==> config.mk <==
export PLATFORM = sky130hd
export DESIGN_NAME = mcw_write_decode
export DESIGN_NICKNAME = d
export VERILOG_FILES = /design/src/verilog/mcw_pkg.sv /design/src/verilog/mcw_write_decode.sv
export VERILOG_INCLUDE_DIRS = /design/src /design/src/verilog
export SDC_FILE = /design/constraint.sdc
export NUM_CORES = 1
export LEC_CHECK = 0
export BUFFER_PORTS_ARGS = -buffer_cell sky130_fd_sc_hd__clkbuf_2
export CAP_MARGIN = 20
export CELL_PAD_IN_SITES_DETAIL_PLACEMENT = 0
export CELL_PAD_IN_SITES_GLOBAL_PLACEMENT = 2
export CORE_AREA = 2 2 217 219
export DETAILED_ROUTE_END_ITERATION = 16
export DIE_AREA = 0 0 219 221
export GPL_TIMING_DRIVEN = 1
export PLACE_DENSITY = 0.93
export SETUP_SLACK_MARGIN = 0.5
export SLEW_MARGIN = 30
export SYNTH_ARGS = -nofsm -noshare
export SYNTH_HDL_FRONTEND = slang
export SYNTH_SLANG_ARGS = --single-unit
==> constraint.sdc <==
create_clock -name clk -period 5 [get_ports clk]
set_input_delay 0.75 -clock clk [delete_from_list [all_inputs] [get_ports clk]]
set_output_delay 0.75 -clock clk [all_outputs]
set_load 0.02 [all_outputs]
==> src/verilog/mcw_map.svh <==
// Behaviour
// - Decode 20 (hex) bytes above configurable base
// - Registers selected by even byte offset
// - Offset 0 loads command register
// - Offset 2 loads axis mode one
// - Offset 4 loads axis mode two
// - Offset 6 loads axis mode three
// - Offset 8 loads general outputs low
// - Offset A loads interpolation mode
// - Offsets C and E build 32-bit data
// - Offsets 4 to E load pattern data
// - Offset 10 clears pending interrupt
// - Offset 14 loads pulse generator mode
// - Offset 16 selects supported IRQ line
// - Offset 18 loads output channel select
`ifndef MCW_MAP_SVH
`define MCW_MAP_SVH

`define MCW_SPAN 16'h0020
`define MCW_OFS_COMMAND 5'h00
`define MCW_OFS_MODE_ONE 5'h02
`define MCW_OFS_MODE_TWO 5'h04
`define MCW_OFS_MODE_THREE 5'h06
`define MCW_OFS_OUT_LOW 5'h08
`define MCW_OFS_INTERP 5'h0a
`define MCW_OFS_DATA_LOW 5'h0c
`define MCW_OFS_DATA_HIGH 5'h0e
`define MCW_OFS_INT_CLEAR 5'h10
`define MCW_OFS_UNUSED 5'h12
`define MCW_OFS_PULSE_MODE 5'h14
`define MCW_OFS_IRQ_SEL 5'h16
`define MCW_OFS_CHAN_SEL 5'h18
`define MCW_RESET_WORD 16'h0000
`define MCW_AXIS_SEL_LSB 8
`define MCW_OUT_UPPER_LSB 8
`define MCW_IRQ_VALID_MASK 16'h9cb0

`endif

==> src/verilog/mcw_pkg.sv <==
package mcw_pkg;
  typedef logic [15:0] mcw_word_t;
  typedef logic [4:0] mcw_offset_t;
  typedef logic [3:0][15:0] mcw_axis_words_t;
  typedef logic [2:0][15:0] mcw_pattern_t;
  typedef logic [3:0][3:0] mcw_axis_nibbles_t;
endpackage : mcw_pkg

==> src/verilog/mcw_write_decode.sv <==
`include "mcw_map.svh"

module mcw_write_decode (
  // Clock and reset
  input wire logic clk,
  input wire logic rst_n,
  // Card base address setting
  input wire mcw_pkg::mcw_word_t base_addr,
  // Host I/O write
  input wire mcw_pkg::mcw_word_t io_addr,
  input wire logic io_wr,
  input wire mcw_pkg::mcw_word_t io_wdata,
  // Register contents
  output mcw_pkg::mcw_word_t command_reg,
  output logic command_write,
  output mcw_pkg::mcw_axis_words_t first_axis_mode_one,
  output mcw_pkg::mcw_axis_words_t first_axis_mode_two,
  output mcw_pkg::mcw_axis_words_t first_axis_mode_three,
  output mcw_pkg::mcw_axis_nibbles_t general_outputs_upper,
  output mcw_pkg::mcw_word_t general_output_low_reg,
  output mcw_pkg::mcw_word_t interpolation_mode_reg,
  output mcw_pkg::mcw_word_t data_low_reg,
  output mcw_pkg::mcw_word_t data_high_reg,
  output logic [31:0] data_operand,
  output mcw_pkg::mcw_pattern_t pattern_plus,
  output mcw_pkg::mcw_pattern_t pattern_minus,
  output logic interrupt_clear_reg,
  output mcw_pkg::mcw_word_t pulse_generator_mode_reg,
  output logic [3:0] irq_line_select_reg,
  output mcw_pkg::mcw_word_t output_channel_select_reg
);
  import mcw_pkg::*;

  ////////////////////////////////////////////////////////////////////////
  // Address decode

  function automatic logic in_window(input mcw_word_t addr,
                                     input mcw_word_t base);
    mcw_word_t rel;
    rel = addr - base;
    return (addr >= base) && (rel < `MCW_SPAN);
  endfunction : in_window

  function automatic mcw_offset_t rel_offset(input mcw_word_t addr,
                                             input mcw_word_t base);
    mcw_word_t rel;
    rel = addr - base;
    return rel[4:0];
  endfunction : rel_offset

  logic hit;
  mcw_offset_t ofs;
  logic [3:0] axis_sel;

  assign hit = io_wr && in_window(io_addr, base_addr);
  assign ofs = rel_offset(io_addr, base_addr);
  assign axis_sel = command_reg[`MCW_AXIS_SEL_LSB +: 4];

  function automatic logic wr_at(input logic h, input mcw_offset_t o,
                                 input mcw_offset_t target);
    return h && (o == target);
  endfunction : wr_at

  function automatic logic irq_ok(input logic [3:0] ch);
    mcw_word_t mask;
    mask = `MCW_IRQ_VALID_MASK;
    return mask[ch];
  endfunction : irq_ok

  ////////////////////////////////////////////////////////////////////////
  // Command register

  always_ff @(posedge clk) begin
    if (!rst_n) begin
      command_reg <= `MCW_RESET_WORD;
      command_write <= 1'b0;
    end else begin
      command_write <= wr_at(hit, ofs, `MCW_OFS_COMMAND);
      if (wr_at(hit, ofs, `MCW_OFS_COMMAND)) begin
        command_reg <= io_wdata;
      end
    end
  end

  ////////////////////////////////////////////////////////////////////////
  // Per-axis mode registers

  always_ff @(posedge clk) begin
    if (!rst_n) begin
      first_axis_mode_one <= '0;
      first_axis_mode_two <= '0;
      first_axis_mode_three <= '0;
    end else begin
      for (int a = 0; a < 4; a++) begin
        if (axis_sel[a]) begin
          if (wr_at(hit, ofs, `MCW_OFS_MODE_ONE)) begin
            first_axis_mode_one[a] <= io_wdata;
          end
          if (wr_at(hit, ofs, `MCW_OFS_MODE_TWO)) begin
            first_axis_mode_two[a] <= io_wdata;
          end
          if (wr_at(hit, ofs, `MCW_OFS_MODE_THREE)) begin
            first_axis_mode_three[a] <= io_wdata;
          end
        end
      end
    end
  end

  always_comb begin
    for (int a = 0; a < 4; a++) begin
      general_outputs_upper[a] =
        first_axis_mode_three[a][`MCW_OUT_UPPER_LSB +: 4];
    end
  end

  ////////////////////////////////////////////////////////////////////////
  // Output and interpolation registers

  always_ff @(posedge clk) begin
    if (!rst_n) begin
      general_output_low_reg <= `MCW_RESET_WORD;
      interpolation_mode_reg <= `MCW_RESET_WORD;
    end else begin
      if (wr_at(hit, ofs, `MCW_OFS_OUT_LOW)) begin
        general_output_low_reg <= io_wdata;
      end
      if (wr_at(hit, ofs, `MCW_OFS_INTERP)) begin
        interpolation_mode_reg <= io_wdata;
      end
    end
  end

  ////////////////////////////////////////////////////////////////////////
  // 32-bit data operand

  always_ff @(posedge clk) begin
    if (!rst_n) begin
      data_low_reg <= `MCW_RESET_WORD;
      data_high_reg <= `MCW_RESET_WORD;
    end else begin
      if (wr_at(hit, ofs, `MCW_OFS_DATA_LOW)) begin
        data_low_reg <= io_wdata;
      end
      if (wr_at(hit, ofs, `MCW_OFS_DATA_HIGH)) begin
        data_high_reg <= io_wdata;
      end
    end
  end

  assign data_operand = {data_high_reg, data_low_reg};

  ////////////////////////////////////////////////////////////////////////
  // Bit-pattern interpolation data

  always_ff @(posedge clk) begin
    if (!rst_n) begin
      pattern_plus <= '0;
      pattern_minus <= '0;
    end else begin
      for (int p = 0; p < 3; p++) begin
        if (wr_at(hit, ofs,
                  mcw_offset_t'(`MCW_OFS_MODE_TWO + 4 * p))) begin
          pattern_plus[p] <= io_wdata;
        end
        if (wr_at(hit, ofs,
                  mcw_offset_t'(`MCW_OFS_MODE_THREE + 4 * p))) begin
          pattern_minus[p] <= io_wdata;
        end
      end
    end
  end

  ////////////////////////////////////////////////////////////////////////
  // Interrupt clear, pulse generator, IRQ and channel select

  always_ff @(posedge clk) begin
    if (!rst_n) begin
      interrupt_clear_reg <= 1'b0;
    end else begin
      interrupt_clear_reg <= wr_at(hit, ofs, `MCW_OFS_INT_CLEAR);
    end
  end

  always_ff @(posedge clk) begin
    if (!rst_n) begin
      pulse_generator_mode_reg <= `MCW_RESET_WORD;
      irq_line_select_reg <= 4'h0;
      output_channel_select_reg <= `MCW_RESET_WORD;
    end else begin
      if (wr_at(hit, ofs, `MCW_OFS_PULSE_MODE)) begin
        pulse_generator_mode_reg <= io_wdata;
      end
      if (wr_at(hit, ofs, `MCW_OFS_IRQ_SEL) &&
          (io_wdata[15:4] == 12'h000) &&
          irq_ok(io_wdata[3:0])) begin
        irq_line_select_reg <= io_wdata[3:0];
      end
      if (wr_at(hit, ofs, `MCW_OFS_CHAN_SEL)) begin
        output_channel_select_reg <= io_wdata;
      end
    end
  end
endmodule : mcw_write_decode
### Word-level counts from Yosys, hierarchy flattened

Memory sizes are Yosys's and may differ from the RTL's.
Cells that the tools add are included.

* add/sub/neg operators: 1
* reduce and logical (&&, ||, !) cells: 30
* muxes and demuxes: 1
* eq/ne operators: 11
* $lt $le $gt $ge: 3

Operators with widths (number)
* $reduce_and A2 Y1: 12
* $eq A5 B4 Y1 const B: 4
* $eq A5 B5 Y1 const B: 4
* $ge A16 B16 Y1: 1
* $logic_and A1 B1 Y1: 16
* $lt A16 B6 Y1 const B: 1
* $sub A16 B16 Y16: 1
* $logic_not A12 Y1: 1
* $eq A5 B3 Y1 const B: 2
* $eq A5 B2 Y1 const B: 1
* $logic_not A5 Y1: 1
* $lt A4 B5 Y1 const B: 1
* $mux W1: 1

* output and inout bits: 454
* memories kept: 1
* register bits: 342
* logic and storage cells: 71
* input bits: 51
* bits in read-only memories: 16

Memory list
* (no name shown): words 16, width 1, rd ports 1, clocked after memory_dff 0, write ports 0, line mcw_write_decode.sv:67 `return mask[ch];`

### Logic depth before layout (Yosys ltp)

* depth in word-level cells: 7
* mapped depth: 14
* depth with buffers taken out: 10

### Worst setup path before layout

Ideal clock, no wire load.

* kind: input -> register
* from: input base_addr[6]
* to: register first_axis_mode_two[21] (netlist bit)
* path buffers: 4
* setup time: 0.072 ns
* slack: 1.587 ns
* cell stages on the path: 14
* data arrival time: 3.341 ns
* required time: 4.928 ns
* cell sequence: inv_1 > ha_1 > buf_6 > a21o_1 > a2111oi_4 > a2bb2oi_1 > nor3_2 > o2111ai_2 > nor4_4 > buf_6 > and4b_1 > buf_4 > buf_8 > mux2i_1

* word-level cells in the longest chain between the ends: 6
* elaborated cells on any way between the ends: 7
* classes of those cells: add/sub: 1; order compare: 2; reduce/logical: 4

Ends and longest elaborated chain
* start, declared: line mcw_write_decode.sv:8 `input wire mcw_pkg::mcw_word_t base_addr,`
* $sub A16 B16 Y16
* $lt A16 B6 Y1 (no source line)
* $logic_and A1 B1 Y1 *: line mcw_write_decode.sv:41 `` return (addr >= base) && (rel < `MCW_SPAN); ``
* $logic_and A1 B1 Y1 *: line mcw_write_decode.sv:55 `assign hit = io_wr && in_window(io_addr, base_addr);`
* $logic_and A1 B1 Y1 *: line mcw_write_decode.sv:61 `return h && (o == target);`
* $reduce_and A2 Y1 (no source line) *
* end signal, assigned by index: line mcw_write_decode.sv:100 `first_axis_mode_two[a] <= io_wdata;`
* end, declared: line mcw_write_decode.sv:17 `output mcw_pkg::mcw_axis_words_t first_axis_mode_two,`

Mark *: on every way between the ends. The rest lies on a longest branch, timed or not.
A chain may end at the register's enable or synchronous reset.

### Worst setup path in the final report

* from: input base_addr[10]
* to: register first_axis_mode_three[46] (netlist bit)

* word-level cells in the longest chain between the ends: 6
* elaborated cells on any way between the ends: 7
* classes of those cells: add/sub: 1; order compare: 2; reduce/logical: 4

Ends and longest elaborated chain
* $sub A16 B16 Y16
* $lt A16 B6 Y1 (no source line)
* $logic_and A1 B1 Y1 *: line mcw_write_decode.sv:41
* $logic_and A1 B1 Y1 *: line mcw_write_decode.sv:55
* $logic_and A1 B1 Y1 *: line mcw_write_decode.sv:61
* $reduce_and A2 Y1 (no source line) *
* end signal, assigned by index: line mcw_write_decode.sv:103 `first_axis_mode_three[a] <= io_wdata;`
* end, declared: line mcw_write_decode.sv:18 `output mcw_pkg::mcw_axis_words_t first_axis_mode_three,`

Marked as above.

==> metrics <==
asr flop ratio synth 0; Synth top area share 0.4676; relative slew slack 0.3956; area leader, netlist dfxtp_1; r2r worst-path depth 3; DRC 0; flop2flop setup slack about 3500 ps; area of the multi-input gates 6260 um2; Worst-Skew Late Latency 540 ps; crit share post-route 0.7357; syn_nets around 1500; Final Skew about 14 ps; number of global-route vias before repair around 11000; pwr/cell area 328.2 nW/um2; Hold WS roughly 460 ps; P&R area growth vs syn 22.57%; CTS tree yes; synthesis warning total 0; RR Endpoint first_axis_mode_three[46]$_SDFFE_PN0P_; input/output buffers between 500 and 600; fill count roughly 4700; dpl hpwl 34.74 mm; final setup violation count 0; met1 usage 0.2365; synthesized area per cell 10.04 um2; vias per cell 4.674; Die H 221 um; HP Start pattern_minus[8]$_SDFFE_PN0N_; drt pass-1 iters 5; RSZ-0062 raised after global routing false; area of the die 48400 um2; mapped cell area roughly 15000 um2; global route overflow 0; Startpoint Class input pin; max_cap viols 0; number of I/O pins 505; P_leak between 9 and 10 nW; antenna violations before repair 1; Rows just under 80; Crit Path Max Fanout 17; Worst-path clk slew 60 ps; # diodes 0; Slew @ Worst Pin 906.7 ps; largest net degree at the start of global routing 157; Flop pwr share 0.463; Cell variety after synth 53; Critical Path AT 4060 ps; register area 6847 um2; drt initial violations 567; vias ~11000; EDFF count, synth 0; P_sw between 1 and 1.5 mW; GR Util met3 0.05595; Placer Congestion about 0.83; synth cell count leaders nand2_1, dfxtp_1, mux2i_1; post-cts resize count 0; Clock Power Share 0.470; Worst Setup End Kind flop; Primary FF master, synth dfxtp_1; max-slew violations 0; clock buffer depth 3; post-synthesis sequential area ratio 0.4676; clock sink count 342; worst setup path category input pin to flop; Largest regs first_axis_mode_one x64, first_axis_mode_three x64, first_axis_mode_two x64; Post-CTS Setup Bufs 0; Pint approximately 4.5 mW; clk root buf clkbuf_16; final worst slack 1321 ps; # hold bufs at CTS 0; Initial Util 0.3179; dpl ws 804.3 ps; met2 GRT Util 0.3296; gr busiest metal met2; Synth area leaders dfxtp_1, mux2i_1, nand2_1; first-pass GRT wire length 72.13 mm; cts bufs inserted 38; Hold Path Stages 2; Hold Path End pattern_minus[8]$_SDFFE_PN0N_; Die Wd between 200 and 250 um; Post-Route Setup TNS 0 ps; fin nets ~1900; Critical Path RT 5390 ps; worst setup path startpoint base_addr[10]; routed wire length 49.31 mm; sw frac 0.2378; HP Class flop to flop; DR WL/cell 20.23 um; top-count cell post-synth nand2_1; combinational power share 0.067; VDD IR-drop max 196.8 uV; antenna-violating nets left 0; Period minus WS final 3679 ps; htree depth 2; reg-to-reg startpoint command_reg[10]$_SDFFE_PN0P_; status finished clean; Syn Inst Count 1458; Total GRT Usage 0.1977; synthesized flop and latch total 342; Final Hold Vio Count 0; Core ar. 46060 um2; Fmax achieved approximately 270 MHz; layout cell share with drive strength beyond 1 0.3393
[metrics by stage]
stage	power [mW]	cell area, um2	cells	util
final	5.889	17950	2437	0.3896
after global routing	6.106	17950	2437	0.3896
after CTS	5.966	17950	2437	0.3896
after detailed placement	3.179	16710	2371	0.3629
after global placement	3.173	16700	2371	0.3626
after floorplan	3.045	14640	1458	-
[placed cells by master (no fill, tap or decap), types with 8 or more instances in the layout]
master,Yosys,routed
clkbuf_2,0,503
nand2_1,368,363
dfxtp_1,342,342
mux2i_1,341,341
clkbuf_16,0,39
buf_4,121,30
inv_1,19,19
and3_1,18,18
ha_1,17,17
nand4_4,12,12
a21oi_1,11,11
clkbuf_8,0,8
clkbuf_1,78,8
[worst max-delay path by stage]
stage                                                         to
after floorplan             first_axis_mode_two[21]$_SDFFE_PN0P_
after global placement      first_axis_mode_two[62]$_SDFFE_PN0P_
after detailed placement  first_axis_mode_three[46]$_SDFFE_PN0P_
after CTS                 first_axis_mode_three[46]$_SDFFE_PN0P_
after global routing      first_axis_mode_three[46]$_SDFFE_PN0P_
final                     first_axis_mode_three[46]$_SDFFE_PN0P_
[worst max-delay path, stage by stage]
cell,delay [ps]
clkbuf_2,70
inv_1,30
ha_1,400
a21oi_1,230
o21ai_1,90
a31oi_1,210
nand2_1,100
a311oi_1,600
xor2_4,550
buf_4,330
nand4_4,410
mux2i_1,240
[layer usage]
layer / share of wire / routed length [um] / vias to the layer above
li1: - / - / 5418
met1: 0.41 / 20420 / 5445
met2: 0.47 / 23230 / 464
met3: 0.078 / 3826 / 63
met4: 0.037 / 1828 / 0
met5: 0 / 0 / -
[power groups by stage]
stage | combinational [mW] | clock [mW] | sequential [mW]
finish | 0.395 | 2.77 | 2.72
global route | 0.424 | 2.96 | 2.72
CTS | 0.395 | 2.85 | 2.72
detailed placement | 0.394 | 0 | 2.78
global placement | 0.388 | 0 | 2.78
floorplan | 0.260 | 0 | 2.78
[kinds of logic (layout without fill, tap and decap cells)]
family / count (synthesis) / count (layout) / synth area share
adder cells (fa/ha/maj): 17 / 17 / 0.01453
multiplexers: 341 / 341 / 0.2331
AO/OA/AOI/OAI: 49 / 49 / 0.02581
buffers and inverters: 248 / 620 / 0.1083
AND/OR/NAND/NOR: 448 / 448 / 0.1429
XOR/XNOR: 13 / 13 / 0.007776
flip-flops: 342 / 342 / 0.4676
[final cells by class]
class                           count  area share
Sequential cell                   342      0.3815
Multi-Input combinational cell    868      0.3488
Timing Repair Buffer              535      0.1548
Clock buffer                       55     0.06219
Tap cell                          607     0.04232
Clock inverter                     11    0.006484
Inverter                           19    0.003974
Note: power is estimated with default switching activity, not from simulation.
